File: src/verilog/cpmc_defs.vh
// Purpose: constants for the clock and power-mode controller
// Assumes: single 125 MHz system clock standing in for the main oscillator
// Notes: bit positions follow the two system clock control bytes
`ifndef CPMC_DEFS_VH
`define CPMC_DEFS_VH
`define CPMC_CR0_OSEL_LO 0
`define CPMC_CR0_OSEL_HI 1
`define CPMC_CR0_WSTOP 2
`define CPMC_CR0_SYSSEL 7
`define CPMC_CR0_DIV0 6
`define CPMC_CR1_HALT 0
`define CPMC_CR1_DIV_LO 6
`define CPMC_CR1_DIV_HI 7
`define CPMC_CR0_RESET 8'h48
`define CPMC_CR1_RESET 8'h20
`define CPMC_OSEL_PORT 2'h0
`define CPMC_OSEL_SUB 2'h1
`define CPMC_OSEL_DIV8 2'h2
`define CPMC_OSEL_DIV32 2'h3
`define CPMC_DIV1 2'h0
`define CPMC_DIV2 2'h1
`define CPMC_DIV4 2'h2
`define CPMC_DIV16 2'h3
`define CPMC_SUB_DIV 5'h1F
`endif

File: src/verilog/cpmc_divider.v
// Purpose: free-running prescaler giving one-cycle enable pulses
// Assumes: clk is the main clock, run gates all counting
// Notes: pulses land on the counter wrap so rate changes never shorten a period
`default_nettype none
module cpmc_divider
(
	input wire clk, // main clock
	input wire rstn, // async reset, active low
	input wire run, // count enable
	output wire [5:0] tick // tick[k] pulses every 2^k cycles (k>0)
);
	reg [4:0] cnt_reg;
	wire [4:0] cnt_next;

	assign cnt_next = cnt_reg + 5'h01;
	always @(posedge clk or negedge rstn)
	begin
		if (!rstn)
			cnt_reg <= 5'h00;
		else if (run)
			cnt_reg <= cnt_next;
	end

	assign tick[0] = run;
	genvar k;
	generate
		for (k = 1; k < 6; k = k + 1)
		begin : gTick
			assign tick[k] = run & (cnt_reg[k-1:0] == {k{1'b1}});
		end
	endgenerate
endmodule
`default_nettype wire

File: src/verilog/cpmc_top.v
// Purpose: clock selection, base-clock division and stop/wait power modes
// Assumes: all inputs synchronous to clk; slow clocks are enable pulses
// Notes: register writes arrive already qualified by the protect bit
`default_nettype none
`include "cpmc_defs.vh"
// Functional notes
// - route div8, div32 or sub-clock to pin
// - select 00 port, 01 sub, 10 div8, 11 div32
// - wait with control byte 0 bit 2 set stops div8/div32 output
// - writing halt bit enters stop mode
// - stop halts base, peripheral, sub, converter clocks
// - external-clocked timers and serial keep working
// - reset or interrupt leaves stop mode
// - division bit0 set on fast-mode stop entry
// - stop in expansion: bus held, strobes high
// - stop single-chip: ports held, sub-clock pin high
// - wait stops base clock and watchdog
// - wait with control byte 0 bit 2 cuts peripheral clocks, not sub32
// - wait exits on reset or interrupt, same source
// - wait: bus held, strobes high in expansion, ports held
// - wait keeps sub output; div outputs per bit
// - reset gives main clock divided by 8
// - base divisors 2, 4, 8, 16 provided
// - div bit0 zero: field picks 1/2/4/16
module cpmc_top
(
	input wire clk, // main clock
	input wire rstn, // async reset, active low
	input wire ctrl0We, // write strobe for control byte 0
	input wire [7:0] ctrl0Wdata, // data for control byte 0
	input wire ctrl1We, // write strobe for control byte 1
	input wire [7:0] ctrl1Wdata, // data for control byte 1
	input wire waitExec, // pulse: wait instruction executed
	input wire wakeIrq, // pulse/level: enabled interrupt pending
	input wire singleChip, // 1 single-chip, 0 expansion/microprocessor
	input wire subTick, // one-cycle pulse per sub-clock period
	input wire extEventClk, // external clock for timers and serial units
	input wire [7:0] portIn, // general port value from core
	input wire [15:0] busIn, // address/data/chip-select value from core
	input wire [5:0] strobeIn, // read, write, hold ack, base, latch, upper-byte
	output reg [7:0] ctrl0Out, // control byte 0 readback
	output reg [7:0] ctrl1Out, // control byte 1 readback
	output reg stopMode, // stop mode active
	output reg waitMode, // wait mode active
	output wire wakeToIsr, // pulse: resume in service routine
	output wire baseClkEn, // cpu base clock enable
	output wire div8En, // peripheral div8 clock enable
	output wire div32En, // peripheral div32 clock enable
	output wire converterEn, // converter clock enable
	output wire subDirectEn, // sub-clock enable to core
	output wire subDiv32En, // sub-clock div32 enable
	output wire watchdogEn, // watchdog count enable
	output wire extPeriphEn, // external-clocked timer/serial enable
	output reg clkOutPin, // clock output pin level
	output wire clkOutOe, // clock output pin driven as clock
	output reg [7:0] portOut, // general port pins
	output reg [15:0] busOut, // bus and chip-select pins
	output reg [5:0] strobeOut // strobe pins
);
	localparam RUN = 3'b001;
	localparam STOP = 3'b010;
	localparam WAIT = 3'b100;

	reg [2:0] mode_reg;
	reg [2:0] mode_next;
	reg [4:0] subCnt_reg;
	reg [3:0] baseCnt_reg;
	reg [3:0] baseCnt_next;
	reg [3:0] divLimit_reg;
	reg periphCut_reg;
	reg div8Lvl_reg;
	reg div32Lvl_reg;
	reg subLvl_reg;
	wire [5:0] tick;
	wire running;
	wire stopping;
	wire [1:0] outSel;
	wire [3:0] divLimitSel;

	function [3:0] div_limit;
		input div0;
		input [1:0] sel;
		begin
			if (div0)
				div_limit = 4'h7;
			else
			begin
				case (sel)
					`CPMC_DIV1: div_limit = 4'h0;
					`CPMC_DIV2: div_limit = 4'h1;
					`CPMC_DIV4: div_limit = 4'h3;
					`CPMC_DIV16: div_limit = 4'hF;
					default: div_limit = 4'h7;
				endcase
			end
		end
	endfunction

	assign running = mode_reg[0];
	assign stopping = running & ctrl1We & ctrl1Wdata[`CPMC_CR1_HALT];

	// oscillators stop in stop mode only
	cpmc_divider uDiv
	(
		.clk(clk),
		.rstn(rstn),
		.run(~mode_reg[1]),
		.tick(tick)
	);

	always @*
	begin
		mode_next = mode_reg;
		case (mode_reg)
			RUN:
				if (stopping)
					mode_next = STOP;
				else if (waitExec)
					mode_next = WAIT;
			STOP:
				if (wakeIrq)
					mode_next = RUN;
			WAIT:
				if (wakeIrq)
					mode_next = RUN;
			default: mode_next = RUN;
		endcase
	end

	// wake input counts only enabled interrupts
	assign wakeToIsr = ~running & wakeIrq;

	// mode flags follow the state register edge for edge, so software status
	// and the gated clocks can never disagree about which mode is active
	always @(posedge clk or negedge rstn)
	begin
		if (!rstn)
		begin
			stopMode <= 1'b0;
			waitMode <= 1'b0;
		end
		else
		begin
			stopMode <= (mode_next == STOP);
			waitMode <= (mode_next == WAIT);
		end
	end

	always @(posedge clk or negedge rstn)
	begin
		if (!rstn)
		begin
			mode_reg <= RUN;
			ctrl0Out <= `CPMC_CR0_RESET;
			ctrl1Out <= `CPMC_CR1_RESET;
			periphCut_reg <= 1'b0;
		end
		else
		begin
			mode_reg <= mode_next;
			if (running && ctrl0We)
				ctrl0Out <= ctrl0Wdata;
			if (stopping)
			begin
				ctrl1Out <= ctrl1Wdata;
				// fast modes force divide-by-8 on stop entry
				if (!ctrl0Out[`CPMC_CR0_SYSSEL])
					ctrl0Out[`CPMC_CR0_DIV0] <= 1'b1;
			end
			else if (running && ctrl1We)
				ctrl1Out <= ctrl1Wdata;
			if (mode_reg[1] && wakeIrq)
				ctrl1Out[`CPMC_CR1_HALT] <= 1'b0;
			// peripheral cut latched at wait entry
			if (running && waitExec && !stopping)
				periphCut_reg <= ctrl0Out[`CPMC_CR0_WSTOP];
			else if (running)
				periphCut_reg <= 1'b0;
		end
	end

	assign divLimitSel = div_limit(ctrl0Out[`CPMC_CR0_DIV0],
		{ctrl1Out[`CPMC_CR1_DIV_HI], ctrl1Out[`CPMC_CR1_DIV_LO]});

	always @*
	begin
		baseCnt_next = baseCnt_reg;
		if (running)
			baseCnt_next = (baseCnt_reg >= divLimit_reg) ? 4'h0 : baseCnt_reg + 4'h1;
	end

	// reset divisor 8; divisor kept across wait
	always @(posedge clk or negedge rstn)
	begin
		if (!rstn)
		begin
			baseCnt_reg <= 4'h0;
			divLimit_reg <= 4'h7;
		end
		else
		begin
			baseCnt_reg <= baseCnt_next;
			// new divisor only at the wrap
			if (running && baseCnt_reg >= divLimit_reg)
				divLimit_reg <= divLimitSel;
		end
	end

	// base enable at 1/2/4/8/16; gated off outside run
	assign baseClkEn = running & (baseCnt_reg >= divLimit_reg);
	assign watchdogEn = baseClkEn;

	// peripheral clocks cut in wait when latched
	assign div8En = tick[3] & ~(mode_reg[2] & periphCut_reg);
	assign div32En = tick[5] & ~(mode_reg[2] & periphCut_reg);
	assign converterEn = tick[0] & ~(mode_reg[2] & periphCut_reg);

	always @(posedge clk or negedge rstn)
	begin
		if (!rstn)
			subCnt_reg <= 5'h00;
		else if (subTick && !mode_reg[1])
			subCnt_reg <= subCnt_reg + 5'h01;
	end
	assign subDirectEn = subTick & ~mode_reg[1];
	assign subDiv32En = subDirectEn & (subCnt_reg == `CPMC_SUB_DIV);
	// external-clocked units keep counting in stop
	assign extPeriphEn = extEventClk;

	assign outSel = {ctrl0Out[`CPMC_CR0_OSEL_HI], ctrl0Out[`CPMC_CR0_OSEL_LO]};
	// pin carries a clock only in single-chip mode
	assign clkOutOe = singleChip & (outSel != `CPMC_OSEL_PORT);

	// square-wave levels toggle at half-period ticks, so they freeze when ticks stop
	always @(posedge clk or negedge rstn)
	begin
		if (!rstn)
		begin
			div8Lvl_reg <= 1'b0;
			div32Lvl_reg <= 1'b0;
			subLvl_reg <= 1'b0;
		end
		else
		begin
			// frozen levels when wait cuts peripherals
			if (tick[2] && !(mode_reg[2] && periphCut_reg))
				div8Lvl_reg <= ~div8Lvl_reg;
			if (tick[4] && !(mode_reg[2] && periphCut_reg))
				div32Lvl_reg <= ~div32Lvl_reg;
			if (subDirectEn)
				subLvl_reg <= ~subLvl_reg;
		end
	end

	always @(posedge clk or negedge rstn)
	begin
		if (!rstn)
			clkOutPin <= 1'b0;
		else
		begin
			case (outSel)
				// sub-clock selection drives high in stop
				`CPMC_OSEL_SUB: clkOutPin <= mode_reg[1] ? 1'b1 : subLvl_reg;
				`CPMC_OSEL_DIV8: clkOutPin <= div8Lvl_reg;
				`CPMC_OSEL_DIV32: clkOutPin <= div32Lvl_reg;
				default: clkOutPin <= 1'b0;
			endcase
		end
	end

	// pins follow the core while running; port and bus pins freeze otherwise
	always @(posedge clk or negedge rstn)
	begin
		if (!rstn)
		begin
			portOut <= 8'h00;
			busOut <= 16'h0000;
			strobeOut <= 6'h3F;
		end
		else if (running)
		begin
			portOut <= portIn;
			busOut <= busIn;
			strobeOut <= strobeIn;
		end
		// strobes high in stop and wait expansion modes
		else if (!singleChip)
			strobeOut <= 6'h3F;
	end
endmodule
`default_nettype wire

File: config.mk
export PLATFORM = sky130hd
export DESIGN_NAME = cpmc_top
export DESIGN_NICKNAME = d
export VERILOG_FILES = /design/src/verilog/cpmc_divider.v /design/src/verilog/cpmc_top.v
export VERILOG_INCLUDE_DIRS = /design/src /design/src/verilog
export SDC_FILE = /design/constraint.sdc
export NUM_CORES = 1
export LEC_CHECK = 0
export BUFFER_PORTS_ARGS = -buffer_cell sky130_fd_sc_hd__buf_2
export CAP_MARGIN = 0
export CORE_UTILIZATION = 49
export DETAILED_ROUTE_END_ITERATION = 6
export GPL_TIMING_DRIVEN = 0
export PLACE_DENSITY = 0.79
export SLEW_MARGIN = 30
export SYNTH_ARGS = -nofsm -noshare
export SYNTH_HDL_FRONTEND = slang
export SYNTH_SLANG_ARGS = --single-unit
File: constraint.sdc
create_clock -name clk -period 2.4 [get_ports clk]
set_clock_uncertainty 0.05 [all_clocks]
set_input_delay 0.12 -clock clk [delete_from_list [all_inputs] [get_ports clk]]
set_output_delay 0.12 -clock clk [all_outputs]
set_load 0.1 [all_outputs]
==> results_dict.tcl <==
set metrics [dict create \
    fin_crit_sh_pct 96.1 \
    fin_util_pct 74.8 \
    ant_nets 0 \
    cts_root_buf "clkbuf_8" \
    syn_inst 240 \
    vias 2476 \
    min_path_type "primary input to flip-flop" \
    via_per_inst 5.01 \
    globalplace.congestion 0.793 \
    place_ws_ps 202 \
    cts-buffers-inserted 9 \
    rows 28 \
    finalMaxSlewViolations 0 \
    finalSetupViolations 0 \
    synthTopCellsByArea "dfrtp_1 48%, mux2_2 15%, dfstp_2 11%, ha_1 4.0%, a21oi_1 2.9%" \
    async_flop_share_pct 100 \
    die-area_um2 6770 \
    htree_levels 3 \
    grt_max_degree 44 \
    hpwlAfterDp_um 4590 \
    syn_avg_cell_area_um2 13.2 \
    rsz0062_at_grt "no" \
    largest_reg_flops 16 \
    fmax_mhz 433 \
    finalNetCount 479 \
    wl_per_cell_um 14.7 \
    ys_ff_latch 74 \
    fin_crit_ps 2310 \
    postSynthNetCount 305 \
    syn_area_um2 3160 \
    core_region_area_um2 6060 \
    top_register "busOut" \
    start_util_pct 52.1 \
    track_usage_pct 23.6 \
    finalHoldViolCount 0 \
    synth_flop_cell "dfrtp_1" \
    synth.top_cell.area_share_pct 48.3 \
    crit_path_end_kind "output port" \
    first_pass_iters 4 \
    max_slew.worst_pin.slew_ps 502 \
    grt_pass1_wl_um 11700 \
    netlist-cell-type-count 38 \
    die-width_um 82.3 \
    overflow 0 \
    clockBufferDepth 2 \
    synth.largest_area_cell "dfrtp_1" \
    area_delta_synth_final_pct 43.5 \
    antennaDiodeCount 0 \
    timing.slew.headroom_pct 66.8 \
    final_common_cell "buf_2" \
    synth-seq-area-share_pct 59.2 \
    cap_violations 0 \
    startpoint_type "flip-flop" \
    dpl_cell_area_um2 3850 \
    tritoncts "yes" \
    cts_num_sinks 74 \
    io_buffers 112 \
    finalSetupTns_ps 0 \
    wl_um 7290 \
    critPathArrivalTime_ps 2140 \
    synth_edf_count 0 \
    status "completed" \
    dr.first_iter.drc_count 91 \
    final_cell_mix "116 x buf_2, 61 x dfrtp_1, 47 x dlygate4sd3_1, 43 x mux2_2, 17 x a21oi_1" \
    antenna_found_initial 0 \
    grt_pass1_vias 2530 \
    drc_errors 0 \
    clock_latency_ps 340 \
    worstSetupPathType "flip-flop to output port" \
    design_area_um2 4530 \
    worstPathRequired_ps 2230 \
    synth_warnings 0 \
    drive_above_1_share_pct 48.7 \
    io_pins 114 \
    clkTransAtPathRegs_ps 70 \
    die_y_um 82.3 \
    layout_setup_ws_ps 92.6 \
    crit_fanout 6 \
]
logic make-up (layout without fill, tap and decap cells):
group | Yosys count | count (layout) | share of synthesized area [%]
AND/OR/NAND/NOR | 44 | 44 | 7.69
AO/OA/AOI/OAI | 34 | 34 | 7.01
XOR/XNOR | 9 | 9 | 2.50
buffers and inverters | 24 | 203 | 3.72
multiplexers | 45 | 45 | 16.0
adder cells (fa/ha/maj) | 10 | 10 | 3.96
flip-flops | 74 | 74 | 59.2
worst paths after layout:
kind                                        startpoint  cells past startpoint  slack, ps                           to
min in group asynchronous                         rstn                      2        220    subCnt_reg[4]$_DFFE_PN0P_
hold reg to reg                ctrl0Out[7]$_DFFE_PN0N_                      1        390        ctrl0Out[6]$_DFF_PN1_
max in group asynchronous                         rstn                      3       1450      ctrl1Out[5]$_DFFE_PN1P_
setup / recovery           divLimit_reg[1]$_DFFE_PN1P_                      8         90                   watchdogEn
setup reg to reg           divLimit_reg[1]$_DFFE_PN1P_                      7        630  divLimit_reg[3]$_DFFE_PN0P_
hold / removal                                waitExec                      3         30    periphCut_reg$_DFFE_PN0P_
synthesized netlist by cell type, types with 2 or more instances:
library cell / n
buf_2: 7
nor2b_1: 2
nand4_1: 2
nor3_1: 2
and3_1: 2
dfrtp_1: 61
and2_1: 3
dfstp_2: 13
a21oi_1: 18
nor2_1: 12
mux2_2: 43
inv_1: 13
buf_4: 3
nand2_1: 9
xor2_1: 3
nand4b_1: 2
xnor2_1: 6
o22ai_1: 2
ha_1: 10
nand3_1: 2
nand2b_1: 3
o21ai_0: 5
mux2i_1: 2
critical path: stages (launching register included):
cell and delay, ps:
dfstp_2 530, inv_1 40, ha_1 280, o211ai_2 250, o21ai_4 110, and2_4 170
buf_6 120, buf_4 120, buf_6 170
through the flow:
step | hold slack [ps] | instances
finish | 30.9 | 494
global placement | 273 | 427
global route | 36.5 | 494
CTS | 22.7 | 491
floorplan | -226 | 240
detailed placement | 37.2 | 428
final cells by class:
type	count	area [um2]
clock inverter	2	10.0
sequential	74	1870
fill	433	1530
inverter	13	48.8
multi-input combinational	142	1180
buffer	11	68.8
clock buffer	14	173
timing repair buffer	163	1080
tap	75	93.8
metal layers:
layer,track usage (%),part of all wire (%),vias up
met4,12.6,3.2,0
li1,-,-,1180
met5,0,0,-
met2,40.7,54,73
met1,27.6,39,1198
met3,4.73,3.7,25
repair_timing:
action	4_1_cts	5_1_grt
buffers inserted	0	3
setup endpoints to repair	2	2
hold endpoints to repair	77	0
hold buffers	47	0
cloned	0	0
gates resized for setup	3	0
pin swaps	0	1
Power is not shown: default switching activity piles up to over one toggle a cycle in this logic, so the estimate is an artifact.
